<file path="config.mk">
export PLATFORM = sky130hd
export DESIGN_NAME = channel_command_queue_frontend
export DESIGN_NICKNAME = d
export VERILOG_FILES = /design/src/hw/cmd_fifo_pkg.sv /design/src/hw/cmd_queue_if.sv /design/src/hw/cmd_queue.sv /design/src/hw/channel_command_queue_frontend.sv
export SDC_FILE = /design/constraint.sdc
export NUM_CORES = 1
export LEC_CHECK = 0
export BUFFER_PORTS_ARGS = -buffer_cell sky130_fd_sc_hd__buf_2
export CORE_UTILIZATION = 40
export CTS_BUF_LIST = sky130_fd_sc_hd__clkbuf_2 sky130_fd_sc_hd__clkbuf_4 sky130_fd_sc_hd__clkbuf_8
export DETAILED_ROUTE_END_ITERATION = 10
export PLACE_DENSITY = 0.6
export SLEW_MARGIN = 25
export SYNTH_ARGS = -nofsm -noshare
export SYNTH_HDL_FRONTEND = slang
export SYNTH_SLANG_ARGS = --single-unit
export TNS_END_PERCENT = 1
</file>
<file path="constraint.sdc">
create_clock -name ref_clk_i -period 6.25 [get_ports ref_clk_i]
set_input_delay 1.25 -clock ref_clk_i [delete_from_list [all_inputs] [get_ports ref_clk_i]]
set_output_delay 1.25 -clock ref_clk_i [all_outputs]
set_load 0.01 [all_outputs]
</file>
<file path="src/hw/cmd_fifo_pkg.sv">
// Functional notes
// - queue entries hold subchannel, method, 32-bit parameter and mode flag.
// - method 0 binds or rebinds the subchannel to an engine or memory object.
// - methods 0 to 0xfc run inside the puller, bound object ignored.
// - method byte number is index times four; index 0x3f is 0xfc.
// - non-increasing flag is stored but never steers execution.
// - pusher queues accepted commands; puller forwards to engine or driver.
// - switcher slices time and saves/restores channel state per switch.
// - channels select programmed, linear fetch or indirect fetch submission.
// - programmed-write support set by variant: all, first 32 or channel 0.
// - big-endian by channel flag or global switch swaps fetch data.
// - control area byte order follows only the register-space endian switch.
// - objects are named by arbitrary 32-bit handles; memory or engine kind.
// - indirect mode joins pieces of several memory areas into one stream.
// - rearchitected variant reports three active channels; the switcher still tracks one.
// - software pseudo-engine commands above 0xfc raise an interrupt every command.
package cmd_fifo_pkg;
    localparam int SUBC_W = 3;
    localparam int MTHD_W = 12;
    localparam int DATA_W = 32;
    localparam int CHAN_W = 7;
    localparam int ENG_W = 3;
    localparam logic [MTHD_W-1:0] SPECIAL_LAST = 12'h0FC;
    localparam logic [MTHD_W-1:0] MTHD_BIND = 12'h000;
    localparam logic [ENG_W-1:0] ENGINE_SOFTWARE = 3'h0;
    localparam logic [CHAN_W-1:0] PIO_LIMIT_MID = 7'h20;
    localparam int SLICE_CYCLES = 64;
    localparam int SAVE_CYCLES = 4;
    localparam int MAX_ACTIVE = 3;

    typedef enum logic [1:0] {
        MODE_PIO = 2'h0,
        MODE_LINEAR = 2'h1,
        MODE_INDIRECT = 2'h2
    } submit_mode_e;

    typedef enum logic [1:0] {
        PIO_ALL = 2'h0,
        PIO_FIRST32 = 2'h1,
        PIO_CHAN0 = 2'h2
    } pio_limit_e;

    typedef enum logic [1:0] {
        SW_RUN = 2'h0,
        SW_SAVE = 2'h1,
        SW_LOAD = 2'h3
    } switch_state_e;

    typedef struct packed {
        logic [SUBC_W-1:0] subc;
        logic [MTHD_W-1:0] mthd;
        logic [DATA_W-1:0] data;
        logic non_incr;
    } cmd_s;
endpackage

</file>
<file path="src/hw/cmd_queue_if.sv">
interface cmd_queue_if;
    import cmd_fifo_pkg::*;
    logic push_valid;
    logic push_ready;
    cmd_s push_cmd;
    logic pop_valid;
    logic pop_ready;
    cmd_s pop_cmd;
    logic empty;
    logic full;
    modport queue (input push_valid, push_cmd, pop_ready,
                   output push_ready, pop_valid, pop_cmd, empty, full);
    modport user (output push_valid, push_cmd, pop_ready,
                  input push_ready, pop_valid, pop_cmd, empty, full);
endinterface

</file>
<file path="src/hw/cmd_queue.sv">
module cmd_queue
    import cmd_fifo_pkg::*;
#(
    parameter int DEPTH = 8
) (
    input wire logic ref_clk_i,
    input wire logic rst_i,
    cmd_queue_if.queue q
);
    localparam int AW = $clog2(DEPTH);
    cmd_s mem [DEPTH];
    logic [AW-1:0] wr_ptr;
    logic [AW-1:0] rd_ptr;
    logic [AW:0] count;
    wire do_push = q.push_valid && q.push_ready;
    wire do_pop = q.pop_valid && q.pop_ready;

    assign q.full = (count == (AW+1)'(DEPTH));
    assign q.empty = (count == '0);
    assign q.push_ready = !q.full;
    assign q.pop_valid = !q.empty;
    assign q.pop_cmd = mem[rd_ptr];

    always_ff @(posedge ref_clk_i) begin
        if (do_push) begin
            mem[wr_ptr] <= q.push_cmd;
        end
    end

    always_ff @(posedge ref_clk_i) begin
        if (rst_i) begin
            wr_ptr <= '0;
            rd_ptr <= '0;
            count <= '0;
        end else begin
            if (do_push) begin
                wr_ptr <= (wr_ptr == AW'(DEPTH - 1)) ? '0 : wr_ptr + 1'b1;
            end
            if (do_pop) begin
                rd_ptr <= (rd_ptr == AW'(DEPTH - 1)) ? '0 : rd_ptr + 1'b1;
            end
            count <= count + (AW+1)'(do_push) - (AW+1)'(do_pop);
        end
    end
endmodule

</file>
<file path="src/hw/channel_command_queue_frontend.sv">
module channel_command_queue_frontend
    import cmd_fifo_pkg::*;
#(
    parameter int DEPTH = 8,
    parameter int NUM_CHAN = 128
) (
    input wire logic ref_clk_i,
    input wire logic rst_i,
    // ************************************************
    // configuration
    // ************************************************
    input wire logic [1:0] pio_limit_i,
    input wire logic global_big_endian_i,
    input wire logic chan_big_endian_i,
    input wire logic regspace_big_endian_i,
    input wire logic rearch_variant_i,
    input wire logic [1:0] chan_mode_i,
    input wire logic [CHAN_W-1:0] chan_i,
    // ************************************************
    // command submission
    // ************************************************
    input wire logic ctl_wr_i,
    input wire logic [DATA_W-1:0] ctl_wdata_i,
    input wire logic fetch_valid_i,
    input wire logic fetch_seg_last_i,
    input wire logic [DATA_W-1:0] fetch_word_i,
    input wire logic cmd_valid_i,
    input wire logic [SUBC_W-1:0] cmd_subc_i,
    input wire logic [MTHD_W-1:0] cmd_mthd_i,
    input wire logic [DATA_W-1:0] cmd_data_i,
    input wire logic cmd_non_incr_i,
    input wire logic cmd_from_fetch_i,
    output logic cmd_ready_o,
    output logic cmd_reject_o,
    output logic [DATA_W-1:0] ctl_data_o,
    output logic [DATA_W-1:0] fetch_data_o,
    output logic [15:0] stream_pieces_o,
    // ************************************************
    // puller inputs and outputs
    // ************************************************
    input wire logic [ENG_W-1:0] bind_engine_i,
    input wire logic bind_is_engine_i,
    input wire logic eng_ready_i,
    output logic eng_valid_o,
    output logic [ENG_W-1:0] eng_id_o,
    output logic [MTHD_W-1:0] eng_mthd_o,
    output logic [DATA_W-1:0] eng_data_o,
    output logic special_valid_o,
    output logic [MTHD_W-1:0] special_mthd_o,
    output logic [DATA_W-1:0] special_data_o,
    output logic sw_intr_o,
    output logic [DATA_W-1:0] bound_handle_o,
    // ************************************************
    // switcher
    // ************************************************
    input wire logic [CHAN_W-1:0] next_chan_i,
    input wire logic save_done_i,
    output logic save_req_o,
    output logic load_req_o,
    output logic [CHAN_W-1:0] active_chan_o,
    output logic [1:0] active_count_o
);
    function automatic logic [DATA_W-1:0] swap32(input logic [DATA_W-1:0] w);
        swap32 = {w[7:0], w[15:8], w[23:16], w[31:24]};
    endfunction

    cmd_queue_if qi();
    cmd_queue #(.DEPTH(DEPTH)) u_queue (
        .ref_clk_i(ref_clk_i),
        .rst_i(rst_i),
        .q(qi)
    );

    // ************************************************
    // pusher
    // ************************************************
    wire pio_allowed = (pio_limit_i == PIO_ALL) ||
        (pio_limit_i == PIO_FIRST32 && chan_i < PIO_LIMIT_MID) ||
        (pio_limit_i == PIO_CHAN0 && chan_i == '0);
    wire mode_pio = (chan_mode_i == MODE_PIO);
    wire src_ok = cmd_from_fetch_i ? !mode_pio
        : (mode_pio && pio_allowed);
    wire fetch_be = global_big_endian_i || chan_big_endian_i;
    wire [DATA_W-1:0] next_fetch_data =
        fetch_be ? swap32(fetch_word_i) : fetch_word_i;
    wire [DATA_W-1:0] next_ctl_data =
        regspace_big_endian_i ? swap32(ctl_wdata_i) : ctl_wdata_i;

    assign qi.push_valid = cmd_valid_i && src_ok;
    assign qi.push_cmd = '{subc: cmd_subc_i, mthd: cmd_mthd_i,
        data: cmd_data_i, non_incr: cmd_non_incr_i};
    assign cmd_ready_o = qi.push_ready;
    assign cmd_reject_o = cmd_valid_i && !src_ok;

    always_ff @(posedge ref_clk_i) begin
        if (rst_i) begin
            ctl_data_o <= '0;
            fetch_data_o <= '0;
            stream_pieces_o <= '0;
        end else begin
            if (ctl_wr_i) begin
                ctl_data_o <= next_ctl_data;
            end
            if (fetch_valid_i) begin
                fetch_data_o <= next_fetch_data;
            end
            // each finished piece joins the one stream
            if (fetch_valid_i && fetch_seg_last_i
                    && chan_mode_i == MODE_INDIRECT) begin
                stream_pieces_o <= stream_pieces_o + 16'h0001;
            end
        end
    end

    // ************************************************
    // puller
    // ************************************************
    logic [ENG_W-1:0] subc_engine [8];
    logic [DATA_W-1:0] subc_handle [8];
    wire cmd_s head = qi.pop_cmd;
    // method numbers are pre-multiplied byte addresses
    wire is_special = (head.mthd <= SPECIAL_LAST);
    wire is_bind = (head.mthd == MTHD_BIND);
    wire [ENG_W-1:0] head_engine = subc_engine[head.subc];
    wire out_busy = eng_valid_o && !eng_ready_i;
    // non_incr is never looked at here
    assign qi.pop_ready = !out_busy;
    wire take = qi.pop_valid && qi.pop_ready;

    always_ff @(posedge ref_clk_i) begin
        if (rst_i) begin
            for (int i = 0; i < 8; i++) begin
                subc_engine[i] <= ENGINE_SOFTWARE;
                subc_handle[i] <= '0;
            end
        end else if (take && is_bind) begin
            // handle is an arbitrary 32-bit name
            subc_handle[head.subc] <= head.data;
            // memory-access objects leave the engine unchanged
            if (bind_is_engine_i) begin
                subc_engine[head.subc] <= bind_engine_i;
            end
        end
    end

    always_ff @(posedge ref_clk_i) begin
        if (rst_i) begin
            eng_valid_o <= 1'b0;
            eng_id_o <= '0;
            eng_mthd_o <= '0;
            eng_data_o <= '0;
            special_valid_o <= 1'b0;
            special_mthd_o <= '0;
            special_data_o <= '0;
            sw_intr_o <= 1'b0;
            bound_handle_o <= '0;
        end else begin
            special_valid_o <= take && is_special;
            sw_intr_o <= take && !is_special
                && head_engine == ENGINE_SOFTWARE;
            if (take && is_special) begin
                special_mthd_o <= head.mthd;
                special_data_o <= head.data;
            end
            if (take && is_bind) begin
                bound_handle_o <= head.data;
            end
            if (take && !is_special) begin
                eng_valid_o <= 1'b1;
                eng_id_o <= head_engine;
                eng_mthd_o <= head.mthd;
                eng_data_o <= head.data;
            end else if (eng_ready_i) begin
                eng_valid_o <= 1'b0;
            end
        end
    end

    // ************************************************
    // switcher
    // ************************************************
    switch_state_e state;
    logic [6:0] slice;
    wire slice_done = (slice == 7'(SLICE_CYCLES - 1));

    assign save_req_o = (state == SW_SAVE);
    assign load_req_o = (state == SW_LOAD);

    always_ff @(posedge ref_clk_i) begin
        if (rst_i) begin
            state <= SW_RUN;
            slice <= '0;
            active_chan_o <= '0;
            active_count_o <= 2'h1;
        end else begin
            // active count reads three when rearchitected, one otherwise; one active channel
            active_count_o <= rearch_variant_i ? 2'(MAX_ACTIVE) : 2'h1;
            case (state)
                SW_RUN: begin
                    slice <= slice + 7'h01;
                    if (slice_done && next_chan_i != active_chan_o) begin
                        state <= SW_SAVE;
                    end
                end
                SW_SAVE: begin
                    if (save_done_i) begin
                        state <= SW_LOAD;
                        active_chan_o <= next_chan_i;
                    end
                end
                SW_LOAD: begin
                    if (save_done_i) begin
                        state <= SW_RUN;
                        slice <= '0;
                    end
                end
                default: begin
                    state <= SW_RUN;
                end
            endcase
        end
    end
endmodule

</file>
# == Yosys cells after proc, flatten, opt, wreduce, memory -nomap -nowiden ==
# Memory sizes are Yosys's and may differ from the RTL's. A register that Yosys moved wholly into a read port is not among the register bits.
# Cells that the tools add are included.
# totals
register_bits,234
ram_bits,408
in_bits,147
out_inout_bits,219
wordCells,107
n_memories,2
# mem_list
name,depth,width,rd,rd_clocked_by_memory_dff,wr,line,source
u_queue.mem,8,48,1,1,1,cmd_queue.sv:11,cmd_s mem [DEPTH];
subc_engine,8,3,1,0,8,channel_command_queue_frontend.sv:118,logic [ENG_W-1:0] subc_engine [8];
# classes
addsub,6
n_lt_le_gt_ge,2
n_eq_ne,13
muxes,27
reduce_logical,38
# ops
op,count
two-way mux 32 bit,2
two-way mux 3 bit,6
adder 16 x 1 -> 16 bit (second input constant),1
logical AND 1 bit,15
case mux 7 bit (2 select lines),1
less-or-equal comparator 12 x 8 -> 1 bit (second input constant),1
logical NOT 12 bit,1
two-way mux 1 bit,12
two-way mux 2 bit,4
adder 7 x 1 -> 7 bit (second input constant),1
equality test 7 x 6 -> 1 bit (second input constant),1
logical NOT 1 bit,7
logical NOT 7 bit,1
< comparator 7 x 6 -> 1 bit (second input constant),1
two-way mux 7 bit,1
!= test 7 bit,1
adder 3 x 1 -> 3 bit (second input constant),2
equality test 2 bit (second input constant),3
equality test 3 bit (second input constant),2
logical NOT 2 bit,3
!= test 2 bit (second input constant),3
case mux 2 bit (3 select lines),1
adder 4 x 1 -> 4 bit,1
equality test 2 x 1 -> 1 bit (second input constant),2
9 further kinds,13

# == Depth between registers and ports, before layout ==
# depth
word_depth,10
mapped_depth,12
ltp_nobuf,11

# == By module ==
# From an unflattened synthesis, not the netlist that was laid out.
# hier_totals
cells_unflattened,1813
hier_area_um2,25756.0
# modules_own_cells
module,instances,cells_per_inst,area_each_um2,seq_area_each_um2
cmd_queue,1,635,15357.2,11791.3
channel_command_queue_frontend,1,1178,10398.7,5185.0

# == Worst setup path after synthesis ==
# OpenSTA, ideal clock, no wires.
# synth_timing
path_type,input -> register
from,in pio_limit_i[0]
to,mem u_queue.mem[2][10] in the netlist's numbering (enable)
setup_time_ns,0.519
t_arrival_ns,6.218
t_required_ns,5.731
setup_slack_ns,-0.487
path_stages,7
path_buffers,1
path_cell_list,or4_1 -> o31a_1 -> o21ai_0 -> and3_1 -> clkbuf_1 -> nand2b_1 -> nor3b_1
# synth_via
elab_chain_len,10
elab_cells_between_ends,13
cone_classes,eq/ne (2); mux (3); reduce/logical (8)
# synth_lines
element,line,source
start: declaration,channel_command_queue_frontend.sv:12,"input wire logic [1:0] pio_limit_i,"
equality test 2 x 1 -> 1 bit,channel_command_queue_frontend.sv:78,(pio_limit_i == PIO_FIRST32 && chan_i < PIO_LIMIT_MID) ||
logical AND 1 bit,channel_command_queue_frontend.sv:78,
logical OR 1 bit,channel_command_queue_frontend.sv:77,wire pio_allowed = (pio_limit_i == PIO_ALL) ||
logical OR 1 bit (*),channel_command_queue_frontend.sv:78,
logical AND 1 bit (*),channel_command_queue_frontend.sv:82,: (mode_pio && pio_allowed);
two-way mux 1 bit (*),channel_command_queue_frontend.sv:81,wire src_ok = cmd_from_fetch_i ? !mode_pio
logical AND 1 bit (*),channel_command_queue_frontend.sv:89,assign qi.push_valid = cmd_valid_i && src_ok;
logical AND 1 bit (*),cmd_queue.sv:15,wire do_push = q.push_valid && q.push_ready;
via u_queue.do_push,cmd_queue.sv:15,
two-way mux 1 bit (*),cmd_queue.sv:25,if (do_push) begin
two-way mux 1 bit (implied by the code) (*),cmd_queue.sv:26,mem[wr_ptr] <= q.push_cmd;
end: declaration,cmd_queue.sv:11,
# Mark *: on every way through the listed nets, which the timed path passes. The rest lies on a longest branch.

==> results.txt <==
The flow ran to the end, and the final reports show no timing, DRC or antenna violations. Once detail routing completed, the nets flagged for antenna violations numbered 0. The transition time at the pin with the least slew margin came out at 1.10 ns. The final instance area is 0.0298 mm^2. The synthesized instance count is 1789.

Dividing total power by cell area gives a power density of 385 mW/mm^2. The share of the cycle needed by the critical path after routing came out at 0.638. The class of the tightest hold or removal check is reg2reg.

TritonCTS built the clock tree. Global routing finished with a remaining overflow of 0. The routed wire length came out at 61400 um.

The iteration count of the initial detailed-routing pass came out at 6. The main flop type after synthesis is sky130_fd_sc_hd__edfxtp_1. Of all nets on the critical path, the largest fanout is 62.

For the worst-skew pair, the clock arrives at the later sink with an insertion delay of 0.72 ns. The clock net in this run drives a total of 636 sinks. The worst-case clock skew is 0.0507 ns. Based on the critical path, the design can be clocked at up to 0.251 GHz. The clock passes through at most 3 buffers. The full die area is 0.0633 mm^2.

Summing every instance area after synthesis gives 0.0249 mm^2. The weighted congestion at the end of routability-driven global placement came out at 0.783. The critical path capture point type is a register. The tree is rooted in a sky130_fd_sc_hd__clkbuf_8.

The utilization after layout is 0.484. The arrival time reported for the critical path endpoint came out at 4.53 ns. The remaining design rule violation count came out at 0. The H-tree generated during clock tree synthesis spans 3 levels. The average footprint of a synthesized cell came out at 13.9 um^2.

The synthesized netlist net count is 1949. The worst setup path is launched from a register. The worst slew slack as a fraction of its limit came out at 0.265. The most common cell after layout, fill and taps aside is sky130_fd_sc_hd__edfxtp_1. Entering global routing, the biggest net connects 146 pins. In the layout the commonest cells are sky130_fd_sc_hd__edfxtp_1 (400), sky130_fd_sc_hd__buf_2 (361), sky130_fd_sc_hd__dfxtp_1 (233). The post-detailed-placement cell area is 0.0276 mm^2. The half-perimeter wire length after placement came out at 37700 um. The placeable core region is 0.0616 mm^2. The number of antenna violations at the first check in global routing was 16. The non-filler instance count after layout is 3094. The number of slew-limit violations in the final report is 0.

The post-cts resize count is 0. The post-layout net count is 2321. For this run, the number of Yosys warnings is 0. In this run, post-CTS hold repair placed 0 buffers.

For this run, the register share of the synthesized area comes to 0.671. The clock-pin slew of the registers on the worst-case setup and hold paths came out at 0.06 ns. The x dimension of the die is 252 um. The post-CTS repair timing setup buffer count is 0. The count of input and output buffers is 363. For this design the static power due to leakage is 10.8 nW. The minimum clock period after layout came out at 3.99 ns. The setup slack after layout is 2.26 ns. The number of library cell types mapped by synthesis came out at 54.

The number of I/O pins is 366. The CTS buffer count is 104. The pre-CTS setup slack came out at 1.81 ns. The total count of hold-check failures in the final report came out at 0. The final-layout worst hold slack is 0.452 ns. Setup repair after global routing left no endpoint under its margin. The first global-routing pass estimated 94400 um of wire. Once placement completed, the tool counted placed cells totaling 2892. In the final layout, the share of cells above drive strength 1 is 0.303.

Across the run, the number of max-cap violations was 0. Compared with the post-synthesis result, the final layout area differs by 19.6%. The number of flops mapped to enable cells by yosys is 400. The die height is 252 um. The starting density of the core came out at 0.405.

The via total after detailed routing came out at 16064. The average wire length per cell after detail routing came out at 19.9 um. The slack of the worst reg-to-reg path is 2.26 ns. The number of global-route vias before repair came out at 16374. The total setup violations reported at the end of the flow came out at 0. The number of DRC markers in iteration 0 came out at 1122. The worst setup path category is reg2reg.

The fraction of registers with async set/reset came out at 0. The number of placement rows is 91. The worst vdd rail ir drop came out at 0.000212 V. The total routing resource utilization after global routing came out at 0.195. The required time of the worst setup path came out at 6.79 ns. The flop and latch count out of synthesis is 636.

The mean number of vias per cell came out at 5.19.
-- state kept, by name, summed over array words and instances, names as in the netlist, 3 cells and up, named ones only --
signal           count
slice                7
eng_mthd_o          12
u_queue.wr_ptr       3
eng_data_o          32
eng_id_o             3
fetch_data_o        32
stream_pieces_o     16
u_queue.rd_ptr       3
u_queue.count        4
special_mthd_o      12
ctl_data_o          32
bound_handle_o      32
active_chan_o        7
special_data_o      32
subc_engine         24
u_queue.mem        376
-- cell usage after synthesis, types with 7 or more instances --
library cell               instances  area share
sky130_fd_sc_hd__xnor2_1          12      0.0042
sky130_fd_sc_hd__mux4_2           94       0.085
sky130_fd_sc_hd__buf_1            17      0.0026
sky130_fd_sc_hd__nand4_1           8      0.0020
sky130_fd_sc_hd__clkbuf_1         76       0.011
sky130_fd_sc_hd__nand2b_1         98       0.025
sky130_fd_sc_hd__nor3_1           11      0.0022
sky130_fd_sc_hd__nand3_1          56       0.011
sky130_fd_sc_hd__o21ai_0         133       0.027
sky130_fd_sc_hd__mux2i_1          93       0.037
sky130_fd_sc_hd__o21bai_1          9      0.0027
sky130_fd_sc_hd__buf_2            16      0.0032
sky130_fd_sc_hd__buf_4             7      0.0021
sky130_fd_sc_hd__inv_1            13      0.0020
sky130_fd_sc_hd__xor2_1           15      0.0053
sky130_fd_sc_hd__dfxtp_1         236        0.19
sky130_fd_sc_hd__edfxtp_1        400        0.48
sky130_fd_sc_hd__a21oi_1          32      0.0064
sky130_fd_sc_hd__nor2b_1           7      0.0018
sky130_fd_sc_hd__a311oi_1         33       0.012
sky130_fd_sc_hd__a211oi_1         53       0.016
sky130_fd_sc_hd__ha_1             12      0.0060
sky130_fd_sc_hd__nand2_1         127       0.019
sky130_fd_sc_hd__nor2_1          171       0.026
-- critical path, cell delays in order, from the launching register on --
cell and delay (ns):
sky130_fd_sc_hd__dfxtp_4 0.77, sky130_fd_sc_hd__mux4_2 0.58, sky130_fd_sc_hd__mux2i_1 0.45, sky130_fd_sc_hd__nor4_1 0.23
sky130_fd_sc_hd__a311oi_4 0.85, sky130_fd_sc_hd__buf_4 0.69, sky130_fd_sc_hd__o21ai_0 0.22
-- routing by layer --
metal	track usage	wire, um	vias to the layer above
li1	-	-	7445
met1	0.248	26000	7949
met2	0.315	29100	524
met3	0.0493	4400	134
met4	0.0817	1800	12
met5	0	74	-
-- cell type report --
class	instances	area (um^2)
Timing Repair Buffer	388	2050
Antenna cell	10	25.0
Sequential cell	636	16700
Multi-Input combinational cell	1017	7690
Inverter	14	52.6
Clock inverter	32	267
Clock buffer	160	1950
Fill cell	5427	31800
Tap cell	837	1050
-- metrics by stage --
step                total power [mW]  setup TNS [ns]
finish                          11.5               0
global route                    12.0               0
CTS                             11.6               0
detailed placement              7.80               0
global placement                7.75               0
floorplan                       6.89         -107.71
-- report_power, final --
part / internal, mW / switching (mW) / leakage, nW
combinational: 1.12 / 1.50 / 4.01
sequential: 4.76 / 0.288 / 5.57
clock: 2.15 / 1.66 / 1.17
-- logic make-up (layout without fill, tap and decap cells) --
group	Yosys count	after routing	share of synthesized area
flip-flops	636	636	0.671
AND/OR/NAND/NOR	506	506	0.0947
AO/OA/AOI/OAI	280	280	0.0703
multiplexers	190	190	0.124
buffers and inverters	136	594	0.0234
XOR/XNOR	27	27	0.00948
adder cells (fa/ha/maj)	13	13	0.00682
other	1	11	0.000150
-- path summary, 6_finish.rpt --
kind / from / endpoint / cells after the start
setup / recovery: register / special_data_o[29] / 6
hold / removal: special_mthd_o[8] / special_mthd_o[8] / 1
setup reg to reg: register / special_data_o[29] / 6
hold reg to reg: special_mthd_o[8] / special_mthd_o[8] / 1
Power figures use the tool's default switching activity.
